### src/timer_consts.svh
// Register offsets, field positions, reset values and fixed readback codes
// Assumes inclusion by bare name from files under src/
`ifndef TIMER_CONSTS_SVH
`define TIMER_CONSTS_SVH
// Byte offsets on the register bus
`define OFS_CTRL 8'h00
`define OFS_A_COUNT 8'h04
`define OFS_B_COUNT 8'h08
`define OFS_IRQ_STAT 8'h0C
`define OFS_IRQ_MASK 8'h10
`define OFS_STATUS 8'h14
// Control register fields
`define CTRL_A_START 0
`define CTRL_A_MODE 2:1
`define CTRL_A_UP 3
`define CTRL_B_START 4
`define CTRL_B_MODE 6:5
`define CTRL_B_WIDTH 7
`define CTRL_RESET 8'h00
// Interrupt status and mask fields
`define IRQ_A 0
`define IRQ_B 1
`define IRQ_RESET 2'h0
// Values seen when a read meets a reload, and the counter reset value
`define CNT_UNDER_READ 16'hFFFF
`define CNT_OVER_READ 16'h0000
`define CNT_RESET 16'h0000
// Bus responses
`define RESP_OKAY 2'h0
`define RESP_DECERR 2'h3
`endif

### src/timer_pkg.sv
// Mode types shared by the timer unit and its two counter cores
// Assumes the constants header is compiled alongside
package timer_pkg;
   typedef enum logic [1:0] {A_TIMER, A_EVENT, A_ONESHOT, A_PWM} a_mode_e;
   typedef enum logic [1:0] {B_TIMER, B_EVENT, B_MEASURE, B_SPARE} b_mode_e;
endpackage : timer_pkg

### src/timer_a_core.sv
// A-type counter: timer, event counter, one-shot and PWM
// Assumes event_rise is already synchronised to clk_sys
`timescale 1ns/1ps
`include "timer_consts.svh"
module timer_a_core (
   input wire logic clk_sys,
   input wire logic reset_n,
   input wire timer_pkg::a_mode_e mode,
   input wire logic start,
   input wire logic count_up,
   input wire logic event_rise,
   input wire logic load_stb,
   input wire logic [15:0] load_val,
   output logic [15:0] count_q,
   output logic reload_now,
   output logic under_now,
   output logic irq_set,
   output logic pulse_out_q
);
   logic [15:0] reload_q;
   logic start_q;
   logic run_q;
   // Mode decode and count qualifiers
   wire is_os = (mode == timer_pkg::A_ONESHOT);
   wire is_pwm = (mode == timer_pkg::A_PWM);
   wire is_ev = (mode == timer_pkg::A_EVENT);
   wire stopping = start_q & ~start;
   wire os_trig = is_os & start & ~start_q;
   wire pwm_go = is_pwm & start & ~start_q;
   wire os_abort = stopping & is_os & run_q;
   wire tick = is_ev ? event_rise : 1'b1;
   wire active = is_os ? run_q : start;
   wire up = is_ev & count_up;
   wire wrap = active & ~stopping & tick & (count_q == (up ? 16'hFFFF : 16'h0000));
   assign reload_now = wrap;
   assign under_now = ~up;
   // Abort of one-shot or PWM high phase raises the request
   assign irq_set = (wrap & ~(is_pwm & ~pulse_out_q)) | os_abort
      | (stopping & is_pwm & pulse_out_q);
   // Counter, reload and pin
   always_ff @(posedge clk_sys or negedge reset_n)
   begin
      if (!reset_n)
      begin
         count_q <= `CNT_RESET;
         reload_q <= `CNT_RESET;
         start_q <= 1'b0;
         run_q <= 1'b0;
         pulse_out_q <= 1'b0;
      end
      else
      begin
         start_q <= start;
         if (load_stb)
            reload_q <= load_val;
         if (load_stb & ~active)
            count_q <= load_val;
         else if (os_abort | os_trig | pwm_go | wrap)
            count_q <= reload_q;
         else if (active & tick)
            count_q <= up ? count_q + 16'h0001 : count_q - 16'h0001;
         if (os_trig)
            run_q <= 1'b1;
         else if (~start | (wrap & is_os))
            run_q <= 1'b0;
         if (os_trig | pwm_go)
            pulse_out_q <= 1'b1;
         else if ((stopping & (is_os | is_pwm)) | (wrap & is_os) | ~(is_os | is_pwm))
            pulse_out_q <= 1'b0;
         else if (wrap & is_pwm)
            pulse_out_q <= ~pulse_out_q;
      end
   end
endmodule : timer_a_core

### src/timer_b_core.sv
// B-type counter: timer, event counter, pulse period or width measurement
// Assumes edge strobes are already synchronised to clk_sys
`timescale 1ns/1ps
`include "timer_consts.svh"
module timer_b_core (
   input wire logic clk_sys,
   input wire logic reset_n,
   input wire timer_pkg::b_mode_e mode,
   input wire logic start,
   input wire logic width_sel,
   input wire logic edge_rise,
   input wire logic edge_fall,
   input wire logic load_stb,
   input wire logic [15:0] load_val,
   output logic [15:0] count_view,
   output logic reload_now,
   output logic irq_set
);
   logic [15:0] cnt_q;
   logic [15:0] reload_q;
   logic start_q;
   logic first_q;
   wire is_meas = (mode == timer_pkg::B_MEASURE);
   wire tick = (mode == timer_pkg::B_EVENT) ? edge_rise : 1'b1;
   wire wrap = start & ~is_meas & tick & (cnt_q == 16'h0000);
   wire eff_edge = is_meas & start & (edge_rise | (width_sel & edge_fall));
   wire go = start & ~start_q;
   assign reload_now = wrap;
   // First edge after start gives no request
   assign irq_set = wrap | (eff_edge & ~first_q);
   // Measurement shows the captured value, other modes the live count
   assign count_view = is_meas ? reload_q : cnt_q;
   always_ff @(posedge clk_sys or negedge reset_n)
   begin
      if (!reset_n)
      begin
         cnt_q <= `CNT_RESET;
         reload_q <= `CNT_RESET;
         start_q <= 1'b0;
         first_q <= 1'b0;
      end
      else
      begin
         start_q <= start;
         if (go)
            first_q <= 1'b1;
         else if (eff_edge)
            first_q <= 1'b0;
         if (eff_edge)
            reload_q <= cnt_q;  // First capture is meaningless
         else if (load_stb)
            reload_q <= load_val;
         if (load_stb & ~start)
            cnt_q <= load_val;
         else if ((go & is_meas) | eff_edge)
            cnt_q <= `CNT_RESET;
         else if (wrap)
            cnt_q <= reload_q;
         else if (start & tick)
            cnt_q <= is_meas ? cnt_q + 16'h0001 : cnt_q - 16'h0001;
      end
   end
endmodule : timer_b_core

### src/multi_mode_timer_unit.sv
// Timer unit top: AXI4-Lite registers, pin synchronisers, interrupt logic
// Assumes one clock clk_sys at 200 MHz and a master of the AXI4-Lite bus
//
// Register access over AXI4-Lite and the address map are this design's own decisions.
`timescale 1ns/1ps
`include "timer_consts.svh"
// Summary of operation
// Counter reads return live count while counting
// Read at underflow reload returns all ones
// Read at up-count overflow reload returns zero
// Count written while halted reads back exactly
// Software rewrites free-run event counter after stop
// One-shot abort halts and reloads counter
// One-shot abort drives pin low, sets request
// Entering one-shot from timer/event sets request
// Entering PWM from timer/event sets request
// Software clears spurious requests after mode change
// PWM stop with pin high: low, request
// PWM stop with pin low: no change
// B-type read at reload returns all ones
// Measurement select change while counting sets request
// First measured edge: no request, junk capture
// Request bit sticky until software clears it
module multi_mode_timer_unit (
   input wire logic clk_sys,
   input wire logic reset_n,
   input wire logic [7:0] awaddr,
   input wire logic awvalid,
   output logic awready,
   input wire logic [31:0] wdata,
   input wire logic [3:0] wstrb,
   input wire logic wvalid,
   output logic wready,
   output logic [1:0] bresp,
   output logic bvalid,
   input wire logic bready,
   input wire logic [7:0] araddr,
   input wire logic arvalid,
   output logic arready,
   output logic [31:0] rdata,
   output logic [1:0] rresp,
   output logic rvalid,
   input wire logic rready,
   input wire logic a_event_pin,
   input wire logic b_event_pin,
   output logic timer_a_pulse_output_pin,
   output logic irq
);
   // ************************************************
   // Address decode
   // ************************************************
   function automatic logic is_reg(input logic [7:0] addr);
      is_reg = (addr == `OFS_CTRL) || (addr == `OFS_A_COUNT)
         || (addr == `OFS_B_COUNT) || (addr == `OFS_IRQ_STAT)
         || (addr == `OFS_IRQ_MASK) || (addr == `OFS_STATUS);
   endfunction : is_reg

   logic awready_q;
   logic wready_q;
   logic bvalid_q;
   logic [1:0] bresp_q;
   logic aw_have_q;
   logic w_have_q;
   logic [7:0] wr_addr_q;
   logic [31:0] wr_data_q;
   logic [3:0] wr_strb_q;
   logic arready_q;
   logic rvalid_q;
   logic [31:0] rdata_q;
   logic [1:0] rresp_q;
   logic [7:0] ctrl_q;
   logic [1:0] stat_q;
   logic [1:0] mask_q;
   logic irq_q;
   logic [15:0] a_count;
   logic a_reload_now;
   logic a_under;
   logic a_irq;
   logic a_pin;
   logic [15:0] b_view;
   logic b_reload_now;
   logic b_irq;

   // ************************************************
   // Pin synchronisers
   // ************************************************
   // Three stages; a change is taken once stages two and three agree
   wire [1:0] pins = {b_event_pin, a_event_pin};
   logic [2:0] sync_q [2];
   logic [1:0] lvl_q;
   wire [1:0] pin_rise;
   wire [1:0] pin_fall;
   genvar g;
   generate
      for (g = 0; g < 2; g = g + 1)
      begin : g_sync
         wire agree = (sync_q[g][1] == sync_q[g][2]);
         assign pin_rise[g] = agree & sync_q[g][2] & ~lvl_q[g];
         assign pin_fall[g] = agree & ~sync_q[g][2] & lvl_q[g];
         always_ff @(posedge clk_sys or negedge reset_n)
         begin
            if (!reset_n)
            begin
               sync_q[g] <= 3'h0;
               lvl_q[g] <= 1'b0;
            end
            else
            begin
               sync_q[g] <= {sync_q[g][1:0], pins[g]};
               if (agree)
                  lvl_q[g] <= sync_q[g][2];
            end
         end
      end
   endgenerate

   // ************************************************
   // AXI4-Lite write channel
   // ************************************************
   // Address and data accepted in either order; one write in flight
   wire aw_take = awvalid & awready_q;
   wire w_take = wvalid & wready_q;
   wire wr_go = aw_have_q & w_have_q & ~bvalid_q;
   wire aw_have_d = aw_take | (aw_have_q & ~wr_go);
   wire w_have_d = w_take | (w_have_q & ~wr_go);
   wire bvalid_d = wr_go | (bvalid_q & ~bready);
   wire wr_hit = wr_go & is_reg(wr_addr_q);
   wire ctrl_wr = wr_go & (wr_addr_q == `OFS_CTRL) & wr_strb_q[0];
   // Counts load only on a full low half-word, avoiding torn values
   wire a_load = wr_go & (wr_addr_q == `OFS_A_COUNT) & (&wr_strb_q[1:0]);
   wire b_load = wr_go & (wr_addr_q == `OFS_B_COUNT) & (&wr_strb_q[1:0]);
   wire stat_wr = wr_go & (wr_addr_q == `OFS_IRQ_STAT) & wr_strb_q[0];
   wire mask_wr = wr_go & (wr_addr_q == `OFS_IRQ_MASK) & wr_strb_q[0];
   always_ff @(posedge clk_sys or negedge reset_n)
   begin
      if (!reset_n)
      begin
         awready_q <= 1'b0;
         wready_q <= 1'b0;
         bvalid_q <= 1'b0;
         bresp_q <= `RESP_OKAY;
         aw_have_q <= 1'b0;
         w_have_q <= 1'b0;
         wr_addr_q <= 8'h00;
         wr_data_q <= 32'h00000000;
         wr_strb_q <= 4'h0;
      end
      else
      begin
         aw_have_q <= aw_have_d;
         w_have_q <= w_have_d;
         bvalid_q <= bvalid_d;
         awready_q <= ~aw_have_d & ~bvalid_d;
         wready_q <= ~w_have_d & ~bvalid_d;
         if (aw_take)
            wr_addr_q <= awaddr;
         if (w_take)
         begin
            wr_data_q <= wdata;
            wr_strb_q <= wstrb;
         end
         if (wr_go)
            bresp_q <= wr_hit ? `RESP_OKAY : `RESP_DECERR;
      end
   end

   // ************************************************
   // Control register and mode-change requests
   // ************************************************
   wire timer_pkg::a_mode_e a_mode = timer_pkg::a_mode_e'(ctrl_q[`CTRL_A_MODE]);
   wire timer_pkg::a_mode_e a_new = timer_pkg::a_mode_e'(wr_data_q[`CTRL_A_MODE]);
   wire timer_pkg::b_mode_e b_mode = timer_pkg::b_mode_e'(ctrl_q[`CTRL_B_MODE]);
   wire a_start = ctrl_q[`CTRL_A_START];
   wire b_start = ctrl_q[`CTRL_B_START];
   // Reset mode is timer, so selection after reset is covered too
   wire a_mode_irq = ctrl_wr
      & ((a_mode == timer_pkg::A_TIMER) | (a_mode == timer_pkg::A_EVENT))
      & ((a_new == timer_pkg::A_ONESHOT) | (a_new == timer_pkg::A_PWM));
   wire b_sel_irq = ctrl_wr & b_start & (b_mode == timer_pkg::B_MEASURE)
      & (wr_data_q[`CTRL_B_WIDTH] != ctrl_q[`CTRL_B_WIDTH]);
   wire a_stop_wr = ctrl_wr & a_start & ~wr_data_q[`CTRL_A_START];
   always_ff @(posedge clk_sys or negedge reset_n)
   begin
      if (!reset_n)
         ctrl_q <= `CTRL_RESET;
      else if (ctrl_wr)
         ctrl_q <= wr_data_q[7:0];
   end

   // ************************************************
   // Counter cores
   // ************************************************
   timer_a_core u_timer_a (
      .clk_sys(clk_sys),
      .reset_n(reset_n),
      .mode(a_mode),
      .start(a_start),
      .count_up(ctrl_q[`CTRL_A_UP]),
      .event_rise(pin_rise[0]),
      .load_stb(a_load),
      .load_val(wr_data_q[15:0]),
      .count_q(a_count),
      .reload_now(a_reload_now),
      .under_now(a_under),
      .irq_set(a_irq),
      .pulse_out_q(a_pin)
   );
   timer_b_core u_timer_b (
      .clk_sys(clk_sys),
      .reset_n(reset_n),
      .mode(b_mode),
      .start(b_start),
      .width_sel(ctrl_q[`CTRL_B_WIDTH]),
      .edge_rise(pin_rise[1]),
      .edge_fall(pin_fall[1]),
      .load_stb(b_load),
      .load_val(wr_data_q[15:0]),
      .count_view(b_view),
      .reload_now(b_reload_now),
      .irq_set(b_irq)
   );

   // ************************************************
   // Interrupt status and mask
   // ************************************************
   // Set wins over a same-cycle write-one clear
   wire [1:0] stat_set = {b_irq | b_sel_irq, a_irq | a_mode_irq};
   wire [1:0] stat_clr = stat_wr ? wr_data_q[1:0] : 2'h0;
   wire [1:0] stat_d = (stat_q & ~stat_clr) | stat_set;
   wire [1:0] mask_d = mask_wr ? wr_data_q[1:0] : mask_q;
   always_ff @(posedge clk_sys or negedge reset_n)
   begin
      if (!reset_n)
      begin
         stat_q <= `IRQ_RESET;
         mask_q <= `IRQ_RESET;
         irq_q <= 1'b0;
      end
      else
      begin
         stat_q <= stat_d;
         mask_q <= mask_d;
         irq_q <= |(stat_d & mask_d);
      end
   end

   // ************************************************
   // AXI4-Lite read channel
   // ************************************************
   // Count sampled in the address cycle: live value unless a reload lands
   wire [15:0] a_read = a_reload_now
      ? (a_under ? `CNT_UNDER_READ : `CNT_OVER_READ) : a_count;
   wire [15:0] b_read = b_reload_now ? `CNT_UNDER_READ : b_view;
   wire [31:0] rd_word =
      (araddr == `OFS_CTRL) ? {24'h000000, ctrl_q} :
      (araddr == `OFS_A_COUNT) ? {16'h0000, a_read} :
      (araddr == `OFS_B_COUNT) ? {16'h0000, b_read} :
      (araddr == `OFS_IRQ_STAT) ? {30'h00000000, stat_q} :
      (araddr == `OFS_IRQ_MASK) ? {30'h00000000, mask_q} :
      (araddr == `OFS_STATUS) ? {29'h00000000, lvl_q, a_pin} : 32'h00000000;
   wire ar_take = arvalid & arready_q;
   wire rvalid_d = ar_take | (rvalid_q & ~rready);
   always_ff @(posedge clk_sys or negedge reset_n)
   begin
      if (!reset_n)
      begin
         arready_q <= 1'b0;
         rvalid_q <= 1'b0;
         rdata_q <= 32'h00000000;
         rresp_q <= `RESP_OKAY;
      end
      else
      begin
         rvalid_q <= rvalid_d;
         arready_q <= ~rvalid_d;
         if (ar_take)
         begin
            rdata_q <= rd_word;
            rresp_q <= is_reg(araddr) ? `RESP_OKAY : `RESP_DECERR;
         end
      end
   end

   assign awready = awready_q;
   assign wready = wready_q;
   assign bvalid = bvalid_q;
   assign bresp = bresp_q;
   assign arready = arready_q;
   assign rvalid = rvalid_q;
   assign rdata = rdata_q;
   assign rresp = rresp_q;
   assign irq = irq_q;
   assign timer_a_pulse_output_pin = a_pin;

   // ************************************************
   // Assertions
   // ************************************************
   wire rd_a = ar_take & (araddr == `OFS_A_COUNT);
   AST_A_LIVE_READ: assert property (@(posedge clk_sys) disable iff (!reset_n)
      rd_a & ~a_reload_now |=> rdata[15:0] == $past(a_count))
      else $error("A count read not live");
   AST_A_UNDER_READ: assert property (@(posedge clk_sys) disable iff (!reset_n)
      rd_a & a_reload_now & a_under |=> rdata[15:0] == 16'hFFFF)
      else $error("A underflow read wrong");
   AST_A_OVER_READ: assert property (@(posedge clk_sys) disable iff (!reset_n)
      rd_a & a_reload_now & ~a_under |=> rdata[15:0] == 16'h0000)
      else $error("A overflow read wrong");
   AST_A_HALT_LOAD: assert property (@(posedge clk_sys) disable iff (!reset_n)
      a_load & ~a_start & (a_mode != timer_pkg::A_ONESHOT)
      |=> a_count == $past(wr_data_q[15:0]))
      else $error("Halted write not read back");
   AST_OS_ABORT: assert property (@(posedge clk_sys) disable iff (!reset_n)
      a_stop_wr & (a_mode == timer_pkg::A_ONESHOT) & a_pin & ~stat_wr
      |-> ##2 (~a_pin & stat_q[`IRQ_A]))
      else $error("One-shot abort wrong");
   AST_MODE_REQ: assert property (@(posedge clk_sys) disable iff (!reset_n)
      a_mode_irq |=> stat_q[`IRQ_A])
      else $error("Mode change request missing");
   AST_PWM_STOP_HI: assert property (@(posedge clk_sys) disable iff (!reset_n)
      a_stop_wr & (a_mode == timer_pkg::A_PWM) & a_pin & ~stat_wr
      |-> ##2 (~a_pin & stat_q[`IRQ_A]))
      else $error("PWM stop high wrong");
   // A wrap in the write cycle may raise the pin legally, so it is excluded
   AST_PWM_STOP_LO: assert property (@(posedge clk_sys) disable iff (!reset_n)
      a_stop_wr & (a_mode == timer_pkg::A_PWM) & ~a_pin & ~a_reload_now
      |-> ##1 ~a_pin ##1 ~a_pin)
      else $error("PWM stop low moved pin");
   AST_PWM_STOP_NOREQ: assert property (@(posedge clk_sys) disable iff (!reset_n)
      a_stop_wr & (a_mode == timer_pkg::A_PWM) & ~a_pin & ~a_reload_now & ~stat_q[`IRQ_A]
      |-> ##2 ~stat_q[`IRQ_A])
      else $error("PWM stop low raised request");
   AST_B_RELOAD_READ: assert property (@(posedge clk_sys) disable iff (!reset_n)
      ar_take & (araddr == `OFS_B_COUNT) & b_reload_now |=> rdata[15:0] == 16'hFFFF)
      else $error("B reload read wrong");
   // Reads away from the reload instant must show the live count, or the captured value in measurement mode
   AST_B_LIVE_READ: assert property (@(posedge clk_sys) disable iff (!reset_n)
      ar_take & (araddr == `OFS_B_COUNT) & ~b_reload_now |=> rdata[15:0] == $past(b_view))
      else $error("B count read not live");
   AST_B_SEL_REQ: assert property (@(posedge clk_sys) disable iff (!reset_n)
      b_sel_irq |=> stat_q[`IRQ_B])
      else $error("Select change request missing");
   AST_STICKY: assert property (@(posedge clk_sys) disable iff (!reset_n)
      stat_q[`IRQ_A] & ~stat_clr[`IRQ_A] |=> stat_q[`IRQ_A])
      else $error("Request bit dropped");
endmodule : multi_mode_timer_unit

### config.mk
export PLATFORM = sky130hd
export DESIGN_NAME = multi_mode_timer_unit
export DESIGN_NICKNAME = d
export VERILOG_FILES = /design/src/timer_pkg.sv /design/src/timer_a_core.sv /design/src/timer_b_core.sv /design/src/multi_mode_timer_unit.sv
export VERILOG_INCLUDE_DIRS = /design/src /design/src/src
export SDC_FILE = /design/constraint.sdc
export NUM_CORES = 1
export LEC_CHECK = 0
export ABC_AREA = 1
export BUFFER_PORTS_ARGS = -buffer_cell sky130_fd_sc_hd__buf_4
export CAP_MARGIN = 20
export CORE_AREA = 2 2 134 136
export CTS_CLUSTER_SIZE = 25
export DETAILED_ROUTE_END_ITERATION = 8
export DIE_AREA = 0 0 136 138
export GPL_ROUTABILITY_DRIVEN = 0
export PLACE_DENSITY = 0.85
export SYNTH_ARGS = -nofsm -noshare
export SYNTH_HDL_FRONTEND = slang
export SYNTH_SLANG_ARGS = --single-unit
### constraint.sdc
create_clock -name clk_sys -period 2.85 [get_ports clk_sys]
set_input_delay 0.1425 -clock clk_sys [delete_from_list [all_inputs] [get_ports clk_sys]]
set_output_delay 0.1425 -clock clk_sys [all_outputs]
set_load 0.02 [all_outputs]
==> results.cfg <==
[outcome]
status = complete, no violations

[setup_path]
end_kind = flop
cp.arrival_ns = 2.95
slowest_stage = dfrtp_1
crit_required_ns = 3.16
ff2ff_path_depth = 15
path_class = reg2reg
crit_buf_inv = 2
rr_startpoint = ctrl_q[2]
cp-startpoint = ctrl_q[2]
cp-start-kind = flop
worstPathCellList = inv_6, nand3_4, buf_12, ha_2, nand2_1, nor2_1, nand3_1, nor2_1, nand2_1, nor2_4, nand2_2, nand2_2, o21ai_0, nand2_1, nand2_1
critPathTopFamily = simple AND/OR/NAND/NOR gates
cp_num_cells = 15
cp_common_cell = nand2_1
slowest_delay_ns = 0.43
worstPathMaxFanout = 19

[yosys]
ys_top_cells_by_count = nand2_1, inv_1, nor2_1, dfrtp_1, a21oi_1
yosysTopAreaCell = dfrtp_1
synthTopCellsByArea = dfrtp_1, nand2_1, inv_1
ys_async_sr_fraction_pct = 100.0
synth_cell_types = 46
yosysMostFrequentCell = nand2_1
synth_ff_type = dfrtp_1
yosysSeqAreaShare_pct = 37.52
netlist_area_mm2 = 0.009404
avgSynthCellArea_um2 = 6.915
synth_edf_count = 0
synth-seq-cells = 141
synth_cells = 1360
yosys_warnings = 0
yosysTopAreaCellShare_pct = 37.52

[global_route]
grt_pass1_vias = 8854
antenna_found_initial = 0
track_usage_pct = 28.97
grt_max_degree = 83
grt-ovfl-total = 0
grt_pass1_wl_um = 43440

[clocking]
htreeDepth = 4
cts_tree = done
cts_made_buffers = 17
cts_root_buffer = clkbuf_16
cts_buffer_depth = 2
clk_latency_ns = 0.43
clkTransAtPathRegs_ns = 0.06
cts_sinks = 141

[pwr]
peakVddDrop_mv = 0.5853
power_mw = 11.33
p_leak_nw = 6.217
power_density_mw_per_mm2 = 1017

[floorplan]
coreArea_mm2 = 0.01753
dieArea_mm2 = 0.01877
fp-row-count = 49
die_h_um = 138
die_w_um = 136
start_util_pct = 53.63
io_pins = 104

[sta]
whs_ns = 0.01756
grt_setup_unrepaired = false
tightest_slew_ns = 1.031
hold_viol = 0
setup_viol = 0
setup_tns_ns = 0
slew_viol_final = 0
skew_ns = 0.009436
slew_headroom_pct = 31.13
max_freq_mhz = 379.2
fin_ws_ns = 0.2129
period_share_pct = 92.53
layout_min_cycle_time_ns = 2.637

[finish]
antenna_cells = 0
area_growth_pct = 18.47
final_nets = 1557
final_core_util_pct = 63.54
layout-drive-gt1-share_pct = 12.87
final_area_mm2 = 0.01114
finalNonFillerCells = 1705
fill_cells = 1471

[detailed_routing]
wl_per_cell_um = 15.72
drcViolationCount = 0
drt-initial-drc-count = 1061
vias = 9386
detail_route.vias_per_cell = 5.505
wl_um = 26800
dr.pass1.iters = 7
drtAntennaViolNets = 0

[min_path]
hp-start = wdata[1]
hold_path_class = in2reg
hold_depth = 3

[placed_design]
place_inst = 1642
dp_hpwl_um = 19100
post_dp_cell_area_mm2 = 0.01012
dp_slack_ns = 0.2393
port_buffers = 69

[run]
drv_cap = 0
## state kept, by name (all words and copies together), names as in the netlist, 2 cells and up
name                count
wr_data_q              16
lvl_q                   2
u_timer_a.reload_q     16
mask_q                  2
rdata                  16
sync_q                  6
stat_q                  2
u_timer_a.count_q      16
u_timer_b.reload_q     16
wr_strb_q               2
ctrl_q                  8
wr_addr_q               8
u_timer_b.cnt_q        16
## tightest hold or removal path: cells and delay by family
| family | cells | cell delay [ns] |
|---|---|---|
| compound gates | 1 | 0.11 |
| buf+inv | 1 | 0.08 |
| simple gates | 1 | 0.06 |
## worst paths after layout
check | endpoint | slack (ns)
max | rdata[5] | 0.21
max reg2reg | rdata[5] | 0.21
min | wr_data_q[1] | 0.02
max in group asynchronous | wr_addr_q[5] | 1.72
min in group asynchronous | ctrl_q[0] | 0.31
min reg2reg | sync_q[1] | 0.36
## cell usage in the layout (no fill, tap or decap), types with 23 or more instances in the layout
cell             n
nand2_1        420
inv_1          182
nor2_1         159
dfrtp_1        141
buf_4           90
a21oi_1         86
nand3_1         80
o21ai_0         69
dlygate4sd3_1   29
ha_1            23
## power breakdown
group,switching (mW),total (mW),internal [mW]
Sequential,0.606,3.08,2.48
Combinational,3.68,5.82,2.14
Clock,0.922,2.43,1.51
Total,5.21,11.3,6.12
## area by class of cell
| class | instances | area (um^2) | share of cell area, % |
|---|---|---|---|
| Tap cell | 229 | 286.5 | 2.572 |
| Multi-Input combinational cell | 988 | 4933 | 44.28 |
| Clock inverter | 14 | 203.9 | 1.831 |
| Clock buffer | 18 | 439.2 | 3.942 |
| Sequential cell | 141 | 3528 | 31.67 |
| Inverter | 193 | 732.0 | 6.570 |
| Timing Repair Buffer | 122 | 1017 | 9.131 |
## routing by layer
metal,share of wire (%),vias to the layer above,track usage (%)
li1,-,4477,-
met4,3.4,0,10.96
met3,7.9,79,5.537
met5,0,-,0
met1,41,4366,38.26
met2,47,464,47.16
## repair_timing
item | 4_1_cts | 5_1_grt
setup buffers | 0 | 2
gates resized for setup | 0 | 9
hold buffers | 28 | 1
hold endpoints to repair | 108 | 1
endpoints found under the setup margin | 0 | 12
## kinds of logic after synthesis
family / after synthesis / synth area share [%]
fa+ha+maj: 33 / 4.550
compound gates: 185 / 10.66
simple gates: 719 / 32.24
mux: 22 / 2.528
xor+xnor: 13 / 1.211
buf+inv: 246 / 11.26
other cells: 1 / 0.03988
flops: 141 / 37.52
Note: power is estimated with default switching activity, not from simulation.
